--- config.mk ---
export PLATFORM = sky130hd
export DESIGN_NAME = rtc_status_port
export DESIGN_NICKNAME = d
export VERILOG_FILES = /design/src/rtl/rtc_pkg.sv /design/src/rtl/rtc_status_port.sv
export VERILOG_INCLUDE_DIRS = /design/src /design/src/rtl
export SDC_FILE = /design/constraint.sdc
export NUM_CORES = 1
export LEC_CHECK = 0
export BUFFER_PORTS_ARGS = -buffer_cell sky130_fd_sc_hd__buf_2
export CAP_MARGIN = 15
export CORE_MARGIN = 2
export CORE_UTILIZATION = 41
export DETAILED_ROUTE_END_ITERATION = 6
export RECOVER_POWER = 25
export SLEW_MARGIN = 20
export SYNTH_ARGS = -nofsm -noshare
export SYNTH_HDL_FRONTEND = slang
export SYNTH_SLANG_ARGS = --single-unit
--- constraint.sdc ---
create_clock -name clock -period 15.2 [get_ports clock]
set_clock_uncertainty 0.15 [all_clocks]
set_input_delay 3.04 -clock clock [delete_from_list [all_inputs] [get_ports clock]]
set_output_delay 3.04 -clock clock [all_outputs]
set_load 0.02 [all_outputs]
--- src/rtl/rtc_regs.svh ---
// Purpose: Offsets, field positions, reset values and timing counts of the RTC status block
// Assumes: 40 MHz system clock
// Notes: Definitions only
`ifndef RTC_REGS_SVH
`define RTC_REGS_SVH
`define CS_OFFSET 8'h0f
`define SLAVE_ADDR 7'h68
`define CS_RESET 8'ha0
`define OSF_BIT 7
`define STOP_DETECT_DISABLE_BIT 6
`define LOS_BIT 5
`define EXT_BIT 2
`define A2F_BIT 1
`define A1F_BIT 0
`define CLK_HZ 40000000
`define REF_HZ_1 1
`define REF_HZ_50 50
`define REF_HZ_60 60
`define REF_HZ_32K 32768
`define REF_TOL_PERMILLE 8
`define TIMEOUT_US 25000
`define TIMEOUT_CYC (`TIMEOUT_US * (`CLK_HZ / 1000000))
`define WAVE_TAP_1HZ 14
`define WAVE_TAP_8K 1
`define WAVE_TAP_4K 2
`endif

--- src/rtl/rtc_pkg.sv ---
// Purpose: Types shared by the RTC status block
// Assumes: Nothing
// Notes: Constants live in rtc_regs.svh
package rtc_pkg;
  typedef logic [7:0] byte_t;
  typedef enum logic [2:0] {
    ST_IDLE = 3'b000,
    ST_ADDR = 3'b001,
    ST_ADDR_ACK = 3'b010,
    ST_WR = 3'b011,
    ST_WR_ACK = 3'b100,
    ST_RD = 3'b101,
    ST_RD_ACK = 3'b110,
    ST_IGNORE = 3'b111
  } i2c_state_e;
endpackage

--- src/rtl/rtc_status_port.sv ---
// Purpose: Control/status register, alarm steering, square wave and serial slave port of the RTC
// Assumes: Pins and crystal signals are asynchronous; control bits and alarm matches are on clock
// Notes: Pins are open drain, oe high pulls low; other registers reached by reg_addr/reg_wr/reg_rdata
`timescale 1ns/100ps
`include "rtc_regs.svh"
module rtc_status_port #(
  parameter int TIMEOUT_CYC = `TIMEOUT_CYC,
  parameter int REF_PER_1 = `CLK_HZ / `REF_HZ_1,
  parameter int REF_PER_50 = `CLK_HZ / `REF_HZ_50,
  parameter int REF_PER_60 = `CLK_HZ / `REF_HZ_60,
  parameter int REF_PER_32K = `CLK_HZ / `REF_HZ_32K
) (
  input wire logic clock,
  input wire logic rst,
  input wire logic scl_pin,
  input wire logic sda_in,
  output logic sda_out,
  output logic sda_oe,
  input wire logic ref_in_or_irq_pin_a_in,
  output logic ref_in_or_irq_pin_a_out,
  output logic ref_in_or_irq_pin_a_oe,
  output logic wave_or_irq_pin_b_out,
  output logic wave_or_irq_pin_b_oe,
  input wire logic osc_clk_pin,
  input wire logic osc_running_pin,
  input wire logic osc_disable_bit,
  input wire logic wave_rate_sel_hi,
  input wire logic wave_rate_sel_lo,
  input wire logic irq_steer_select,
  input wire logic alarm_one_irq_en,
  input wire logic alarm_two_irq_en,
  input wire logic alarm_one_match,
  input wire logic alarm_two_match,
  output rtc_pkg::byte_t reg_addr,
  output rtc_pkg::byte_t reg_wdata,
  output logic reg_wr,
  input wire rtc_pkg::byte_t reg_rdata
);
  import rtc_pkg::*;

  localparam int CW = 26;

  // Two-stage synchronisers for scl, sda, pin A, crystal clock, run status
  logic [4:0] meta_q, sync_q, prev_q;
  always_ff @(posedge clock or posedge rst) begin
    if (rst) begin
      meta_q <= 5'h1f; // Idle pin levels, so no false edge after reset
      sync_q <= 5'h1f;
      prev_q <= 5'h1f;
    end else begin
      meta_q <= {osc_running_pin, osc_clk_pin, ref_in_or_irq_pin_a_in, sda_in, scl_pin};
      sync_q <= meta_q;
      prev_q <= sync_q;
    end
  end

  logic scl_s, sda_s, scl_rise, scl_fall, start_det, stop_det, ref_rise, osc_tick, osc_live;
  always_comb begin
    scl_s = sync_q[0];
    sda_s = sync_q[1];
    scl_rise = scl_s && !prev_q[0];
    scl_fall = !scl_s && prev_q[0];
    start_det = scl_s && prev_q[0] && !sda_s && prev_q[1];
    stop_det = scl_s && prev_q[0] && sda_s && !prev_q[1];
    ref_rise = sync_q[2] && !prev_q[2];
    osc_live = sync_q[4] && !osc_disable_bit;
    osc_tick = sync_q[3] && !prev_q[3] && osc_live;
  end

  // Serial slave state
  i2c_state_e st_q, st_d;
  logic [3:0] bit_q, bit_d;
  byte_t sh_q, sh_d, ptr_q, ptr_d, addr_q, addr_d, wdat_q, wdat_d;
  logic rw_q, rw_d, first_q, first_d, drv_q, drv_d, wr_q, wr_d;
  logic [CW-1:0] tmo_q, tmo_d;
  byte_t status, rd_byte;

  always_comb begin
    rd_byte = (addr_q == `CS_OFFSET) ? status : reg_rdata;
    st_d = st_q;
    bit_d = bit_q;
    sh_d = sh_q;
    ptr_d = ptr_q;
    wdat_d = wdat_q;
    rw_d = rw_q;
    first_d = first_q;
    drv_d = drv_q;
    wr_d = 1'b0;
    tmo_d = (!scl_s && osc_live && st_q != ST_IDLE) ? tmo_q + 1'b1 : '0;
    if (tmo_q == CW'(TIMEOUT_CYC - 1)) begin
      st_d = ST_IDLE;
      drv_d = 1'b0;
      tmo_d = '0;
    end else if (start_det) begin
      st_d = ST_ADDR;
      bit_d = 4'h0;
      drv_d = 1'b0;
    end else if (stop_det) begin
      st_d = ST_IDLE;
      drv_d = 1'b0;
    end else begin
      case (st_q)
        ST_ADDR: begin
          if (scl_rise) begin
            sh_d = {sh_q[6:0], sda_s};
            bit_d = bit_q + 4'h1;
          end else if (scl_fall && bit_q == 4'h8) begin
            if (sh_q[7:1] == `SLAVE_ADDR) begin
              drv_d = 1'b1;
              rw_d = sh_q[0];
              st_d = ST_ADDR_ACK;
            end else begin
              st_d = ST_IGNORE;
            end
          end
        end
        ST_ADDR_ACK: begin
          if (scl_fall) begin
            bit_d = 4'h0;
            if (rw_q) begin
              sh_d = rd_byte;
              drv_d = !rd_byte[7];
              st_d = ST_RD;
            end else begin
              drv_d = 1'b0;
              first_d = 1'b1;
              st_d = ST_WR;
            end
          end
        end
        ST_WR: begin
          if (scl_rise) begin
            sh_d = {sh_q[6:0], sda_s};
            bit_d = bit_q + 4'h1;
          end else if (scl_fall && bit_q == 4'h8) begin
            drv_d = 1'b1;
            st_d = ST_WR_ACK;
            if (first_q) begin
              ptr_d = sh_q;
              first_d = 1'b0;
            end else begin
              wr_d = 1'b1;
              wdat_d = sh_q;
              ptr_d = ptr_q + 8'h01;
            end
          end
        end
        ST_WR_ACK: begin
          if (scl_fall) begin
            drv_d = 1'b0;
            bit_d = 4'h0;
            st_d = ST_WR;
          end
        end
        ST_RD: begin
          if (scl_rise) begin
            bit_d = bit_q + 4'h1;
          end else if (scl_fall && bit_q == 4'h8) begin
            drv_d = 1'b0;
            ptr_d = ptr_q + 8'h01;
            st_d = ST_RD_ACK;
          end else if (scl_fall && bit_q != 4'h0) begin
            sh_d = {sh_q[6:0], 1'b0};
            drv_d = !sh_q[6];
          end
        end
        ST_RD_ACK: begin
          if (scl_rise) begin
            if (sda_s) begin
              st_d = ST_IGNORE;
            end else begin
              bit_d = 4'h9;
            end
          end else if (scl_fall && bit_q == 4'h9) begin
            sh_d = rd_byte;
            drv_d = !rd_byte[7];
            bit_d = 4'h0;
            st_d = ST_RD;
          end
        end
        default: begin
          drv_d = 1'b0;
        end
      endcase
    end
    addr_d = wr_d ? ptr_q : ptr_d;
  end

  // Slave port registers
  always_ff @(posedge clock or posedge rst) begin
    if (rst) begin
      st_q <= ST_IDLE;
      bit_q <= 4'h0;
      sh_q <= 8'h00;
      ptr_q <= 8'h00;
      addr_q <= 8'h00;
      wdat_q <= 8'h00;
      rw_q <= 1'b0;
      first_q <= 1'b0;
      drv_q <= 1'b0;
      wr_q <= 1'b0;
      tmo_q <= '0;
    end else begin
      st_q <= st_d;
      bit_q <= bit_d;
      sh_q <= sh_d;
      ptr_q <= ptr_d;
      addr_q <= addr_d;
      wdat_q <= wdat_d;
      rw_q <= rw_d;
      first_q <= first_d;
      drv_q <= drv_d;
      wr_q <= wr_d;
      tmo_q <= tmo_d;
    end
  end

  // Reference period measurement and status register next values
  logic osf_q, osf_d, stop_detect_disable_q, stop_detect_disable_d, los_q, los_d, ext_q, ext_d, a1_q, a1_d, a2_q, a2_d;
  logic inh_q, inh_d, bad_q, bad_d, live_q, cs_wr, ref_stop, ref_dev;
  logic [1:0] fsel_q, fsel_d;
  logic [CW-1:0] rcnt_q, rcnt_d, exp_per, tol;

  always_comb begin
    case (fsel_q)
      2'b00: exp_per = CW'(REF_PER_1);
      2'b01: exp_per = CW'(REF_PER_50);
      2'b10: exp_per = CW'(REF_PER_60);
      default: exp_per = CW'(REF_PER_32K);
    endcase
    tol = CW'((32'(exp_per) * `REF_TOL_PERMILLE) / 1000);
    ref_stop = rcnt_q > exp_per + tol;
    ref_dev = ref_rise && (rcnt_q < exp_per - tol || ref_stop);
    rcnt_d = (!ext_q || ref_rise) ? '0 : (ref_stop ? rcnt_q : rcnt_q + 1'b1);
    bad_d = ref_rise ? ref_dev : (bad_q || ref_stop);
    cs_wr = wr_q && addr_q == `CS_OFFSET;
    osf_d = osf_q;
    stop_detect_disable_d = stop_detect_disable_q;
    los_d = los_q;
    ext_d = ext_q;
    fsel_d = fsel_q;
    a1_d = a1_q;
    a2_d = a2_q;
    inh_d = inh_q && ext_q;
    if (cs_wr) begin
      stop_detect_disable_d = wdat_q[`STOP_DETECT_DISABLE_BIT];
      ext_d = wdat_q[`EXT_BIT];
      fsel_d = wdat_q[4:3];
      osf_d = osf_q && wdat_q[`OSF_BIT];
      los_d = los_q && wdat_q[`LOS_BIT];
      a1_d = a1_q && wdat_q[`A1F_BIT];
      a2_d = a2_q && wdat_q[`A2F_BIT];
      if (!wdat_q[`LOS_BIT] && bad_q) begin
        inh_d = 1'b1;
      end
    end
    if (live_q && !osc_live) begin
      osf_d = 1'b1;
    end
    if (stop_detect_disable_q) begin
      osf_d = 1'b0;
    end
    if (!ext_q || ref_stop || (ref_dev && !inh_q)) begin
      los_d = 1'b1;
    end
    if (alarm_one_match) begin
      a1_d = 1'b1;
    end
    if (alarm_two_match) begin
      a2_d = 1'b1;
    end
    status = {osf_q, stop_detect_disable_q, los_q, fsel_q, ext_q, a2_q, a1_q};
  end

  // Status register; reset value has stopped and missing flags set
  always_ff @(posedge clock or posedge rst) begin
    if (rst) begin
      {osf_q, stop_detect_disable_q, los_q, fsel_q, ext_q, a2_q, a1_q} <= `CS_RESET;
      inh_q <= 1'b0;
      bad_q <= 1'b0;
      live_q <= 1'b0;
      rcnt_q <= '0;
    end else begin
      {osf_q, stop_detect_disable_q, los_q, fsel_q, ext_q, a2_q, a1_q} <= {osf_d, stop_detect_disable_d, los_d, fsel_d, ext_d, a2_d, a1_d};
      inh_q <= inh_d;
      bad_q <= bad_d;
      live_q <= osc_live;
      rcnt_q <= rcnt_d;
    end
  end

  // Square wave divider and pin steering
  logic [14:0] wcnt_q, wcnt_d;
  logic wave, irq_a, irq_b, a_oe_q, b_oe_q, a1_on, a2_on;
  always_comb begin
    wcnt_d = osc_tick ? wcnt_q + 15'h0001 : wcnt_q;
    case ({wave_rate_sel_hi, wave_rate_sel_lo})
      2'b00: wave = wcnt_q[`WAVE_TAP_1HZ];
      2'b01: wave = wcnt_q[`WAVE_TAP_4K];
      2'b10: wave = wcnt_q[`WAVE_TAP_8K];
      default: wave = sync_q[3];
    endcase
    a1_on = a1_q && alarm_one_irq_en;
    a2_on = a2_q && alarm_two_irq_en;
    irq_a = !ext_q && (a1_on || (!irq_steer_select && a2_on));
    irq_b = irq_steer_select ? (a2_on || (ext_q && a1_on)) : !wave;
  end

  always_ff @(posedge clock or posedge rst) begin
    if (rst) begin
      wcnt_q <= 15'h0000;
      a_oe_q <= 1'b0;
      b_oe_q <= 1'b0;
    end else begin
      wcnt_q <= wcnt_d;
      a_oe_q <= irq_a;
      b_oe_q <= irq_b;
    end
  end

  // Open-drain drivers and register side port
  assign sda_out = 1'b0;
  assign sda_oe = drv_q;
  assign ref_in_or_irq_pin_a_out = 1'b0;
  assign ref_in_or_irq_pin_a_oe = a_oe_q;
  assign wave_or_irq_pin_b_out = 1'b0;
  assign wave_or_irq_pin_b_oe = b_oe_q;
  assign reg_addr = addr_q;
  assign reg_wdata = wdat_q;
  assign reg_wr = wr_q;
endmodule

==> impl_metrics.json <==
{
  "htree_levels": 4,
  "finalCritPeriodShare": 0.461,
  "cts_buffers": 17,
  "grt_pass1_vias": 6763,
  "ctsHoldBuffers": 0,
  "hold_viol_final": 0,
  "die_w_microns": 151,
  "area_growth_pct": 11.9,
  "p_leak_nw": 4.41,
  "drtAntennaViolNets": 0,
  "viasPerCell": 5.56,
  "clk_latency_ns": 0.43,
  "synth_edf_count": 0,
  "rows": 53,
  "path_class": "reg2reg",
  "peakVddDrop_mv": 0.0829,
  "holdCritPathClass": "reg2reg",
  "layout-drive-gt1-share": 0.117,
  "required_ns": 15.37,
  "first_pass_iters": 5,
  "die-area_sq_um": 22800,
  "post-route-util": 0.470,
  "ys_seq_area_frac": 0.389,
  "powerDensity_nw_per_um2": 111,
  "slew_headroom": -0.918,
  "status": "complete, but fails checks",
  "drv_cap": 1,
  "ys_top_cells_by_area": "dfrtp_1 34%, ha_1 10%, dfstp_2 4.7%",
  "start_util": 0.420,
  "synth.distinct_cells": 80,
  "critPathMaxFanout": 32,
  "timing.fmax_ghz": 0.143,
  "wl_per_cell_microns": 16.0,
  "period_needed_ns": 7.01,
  "async_reset_ff_frac": 1.00,
  "post_cts_resized": 0,
  "violations": "max-capacitance violations, max-slew violations",
  "grt_first_pass_wirelength_microns": 34200,
  "post_cts_buffers": 0,
  "clock_sinks": 137,
  "port_buffers": 42,
  "final-setup-viol-count": 0,
  "crit_arrival_ns": 7.19,
  "diodes": 0,
  "initialDrtViolationCount": 444,
  "hold_ws_ns": 0.205,
  "startpoint_type": "flop",
  "finalMaxSlewViolations": 68,
  "nets": 1081,
  "synthesis.area_sq_um": 8860,
  "max_slew.worst_pin.slew_ns": 2.86,
  "synth_warnings": 0,
  "synth.avg_cell_area_sq_um": 9.31,
  "globalplace.congestion": 0.872,
  "drc": 0,
  "synthCells": 951,
  "antenna_found_initial": 0,
  "place_hpwl_microns": 14300,
  "synth-main-ff-cell": "dfrtp_1",
  "grt_max_degree": 72,
  "wirelength_microns": 20300,
  "root_buffer": "clkbuf_16",
  "num_io_pins": 46,
  "gr-total-overflow": 0,
  "fin_tns_setup_ns": 0,
  "cts_tree": "done",
  "rsz0062_at_grt": "false",
  "vias": 7068,
  "grtUsageTotal": 0.188,
  "post-synth-top-area-fraction": 0.342,
  "clkTransAtPathRegs_ns": 0.06,
  "ys_ff_latch": 137,
  "ctsLongestPathBuffers": 2,
  "synth_largest_area_cell": "dfrtp_1",
  "core-area_sq_um": 21100,
  "num-fill-cells": 2003,
  "critPathCaptureType": "flop",
  "power_mw": 1.10,
  "fp.dieH_microns": 151
}
-- power by group --
group	internal (mW)	leakage [nW]	total [mW]	switching (mW)
Sequential	0.400	1.80	0.461	0.0605
Clock	0.278	0.298	0.450	0.172
Combinational	0.0859	2.31	0.191	0.105
-- synthesized netlist by cell type, types with 6 or more instances --
cell / n
a21o_1: 13
a21oi_1: 56
a31oi_1: 6
and2_1: 6
and3_1: 18
and4_1: 8
clkbuf_1: 23
dfrtp_1: 121
dfstp_2: 16
ha_1: 74
inv_1: 31
mux2_1: 16
mux2_2: 15
mux2i_1: 14
nand2_1: 88
nand2b_1: 13
nand3_1: 48
nand4_1: 20
nor2_1: 78
nor2b_1: 16
nor3_1: 13
nor4_1: 7
o21ai_0: 52
o21ai_1: 11
o22ai_1: 6
o31ai_1: 9
or3_1: 17
or4_1: 10
xnor2_1: 30
xor2_1: 17
-- placed cells by master (no fill, tap or decap), types with 4 or more instances in the layout --
cell type	n
ha_1	74
nor2_1	78
dfstp_2	12
nand4_1	20
clkbuf_16	17
or4_1	10
o22ai_1	6
nor4_1	7
dfstp_1	4
clkinvlp_4	4
conb_1	5
xor2_1	17
buf_2	41
nand2_1	88
mux2_2	15
a31oi_1	6
inv_6	6
inv_1	30
dfrtp_1	121
or3_1	17
o21a_1	5
o21ai_1	11
a21o_1	13
mux2i_1	14
bufinv_16	4
o21bai_1	5
o31ai_1	9
and3_1	18
xnor2_1	30
nor3_1	13
and2_1	5
nand2b_1	13
and4_1	8
nor2b_1	16
mux2_1	16
nand3_1	48
o21ai_0	52
a311oi_1	5
a21oi_1	56
-- layout make-up --
| cell class | count | area (sq um) | share of cell area |
|---|---|---|---|
| clock buffers | 17 | 425 | 0.0429 |
| clock inverters | 15 | 211 | 0.0213 |
| well taps | 275 | 344 | 0.0347 |
| inverters | 32 | 121 | 0.0122 |
| multi-input cells | 750 | 5140 | 0.519 |
| repair buffers | 45 | 224 | 0.0226 |
| flip-flops and latches | 137 | 3450 | 0.348 |
-- layer usage --
layer | vias up | routed length [microns] | global-route usage
met5 | - | 0 | 0
met4 | 0 | 214 | 0.0477
met3 | 22 | 667 | 0.0328
met2 | 132 | 9330 | 0.300
met1 | 3385 | 10100 | 0.265
li1 | 3529 | - | -
-- critical path, cell delays in order (launching register included) --
cell and delay (ns):
dfrtp_1 0.47, inv_1 0.16, ha_1 0.64, inv_2 0.31
ha_1 0.33, or3_1 0.41, nor4b_4 0.32, a21oi_1 0.13
xnor2_1 0.17, and3_1 0.22, nand2_1 0.12, nand2_1 0.08
fa_1 0.42, a21boi_0 0.14, o21ai_0 0.24, xnor2_1 0.15
ha_1 0.26, a21o_1 0.16, a21o_1 0.17, a21oi_1 0.14
o2111ai_1 0.31, and2_1 0.62, or4_1 0.63, a21oi_1 0.15
-- worst paths after layout --
path | start | to | slack (ns) | depth (start not counted)
max in group asynchronous | rst | rcnt_q[14]$_DFFE_PP0P_ | 9.76 | 3
min in group asynchronous | rst | tmo_q[20]$_DFF_PP0_ | 3.27 | 2
setup reg to reg | fsel_q[0]$_DFFE_PP0P_ | rcnt_q[25]$_DFFE_PP0P_ | 8.19 | 23
setup / recovery | fsel_q[0]$_DFFE_PP0P_ | rcnt_q[25]$_DFFE_PP0P_ | 8.19 | 23
hold / removal | meta_q[4]$_DFF_PP1_ | sync_q[4]$_DFF_PP1_ | 0.20 | 0
hold reg to reg | meta_q[4]$_DFF_PP1_ | sync_q[4]$_DFF_PP1_ | 0.20 | 0
-- logic make-up after synthesis --
kind of cell,share of synthesized area
adders and majority gates,0.107
and+or+nand+nor,0.216
buffers and inverters,0.0321
AOI/OAI and AO/OA,0.150
DFF,0.389
xor gates and xnor gates,0.0465
muxes,0.0595
other,0.000848
-- flip-flops by register name, indices dropped and copies added, names as in the netlist, 5 cells and up --
| signal | cells |
|---|---|
| meta_q | 5 |
| ptr_q | 8 |
| rcnt_q | 26 |
| reg_addr | 8 |
| reg_wdata | 8 |
| sh_q | 8 |
| sync_q | 5 |
| tmo_q | 26 |
| wcnt_q | 15 |
-- metrics by stage --
step | setup WS [ns] | cell area, sq um | instances
final | 8.19 | 9920 | 1271
after detailed placement | 8.24 | 9290 | 1239
after global routing | 7.37 | 9920 | 1271
after global placement | 8.39 | 9290 | 1239
after CTS | 8.20 | 9920 | 1271
after floorplan | 8.37 | 8870 | 954
Note: power is estimated with default switching activity, not from simulation.
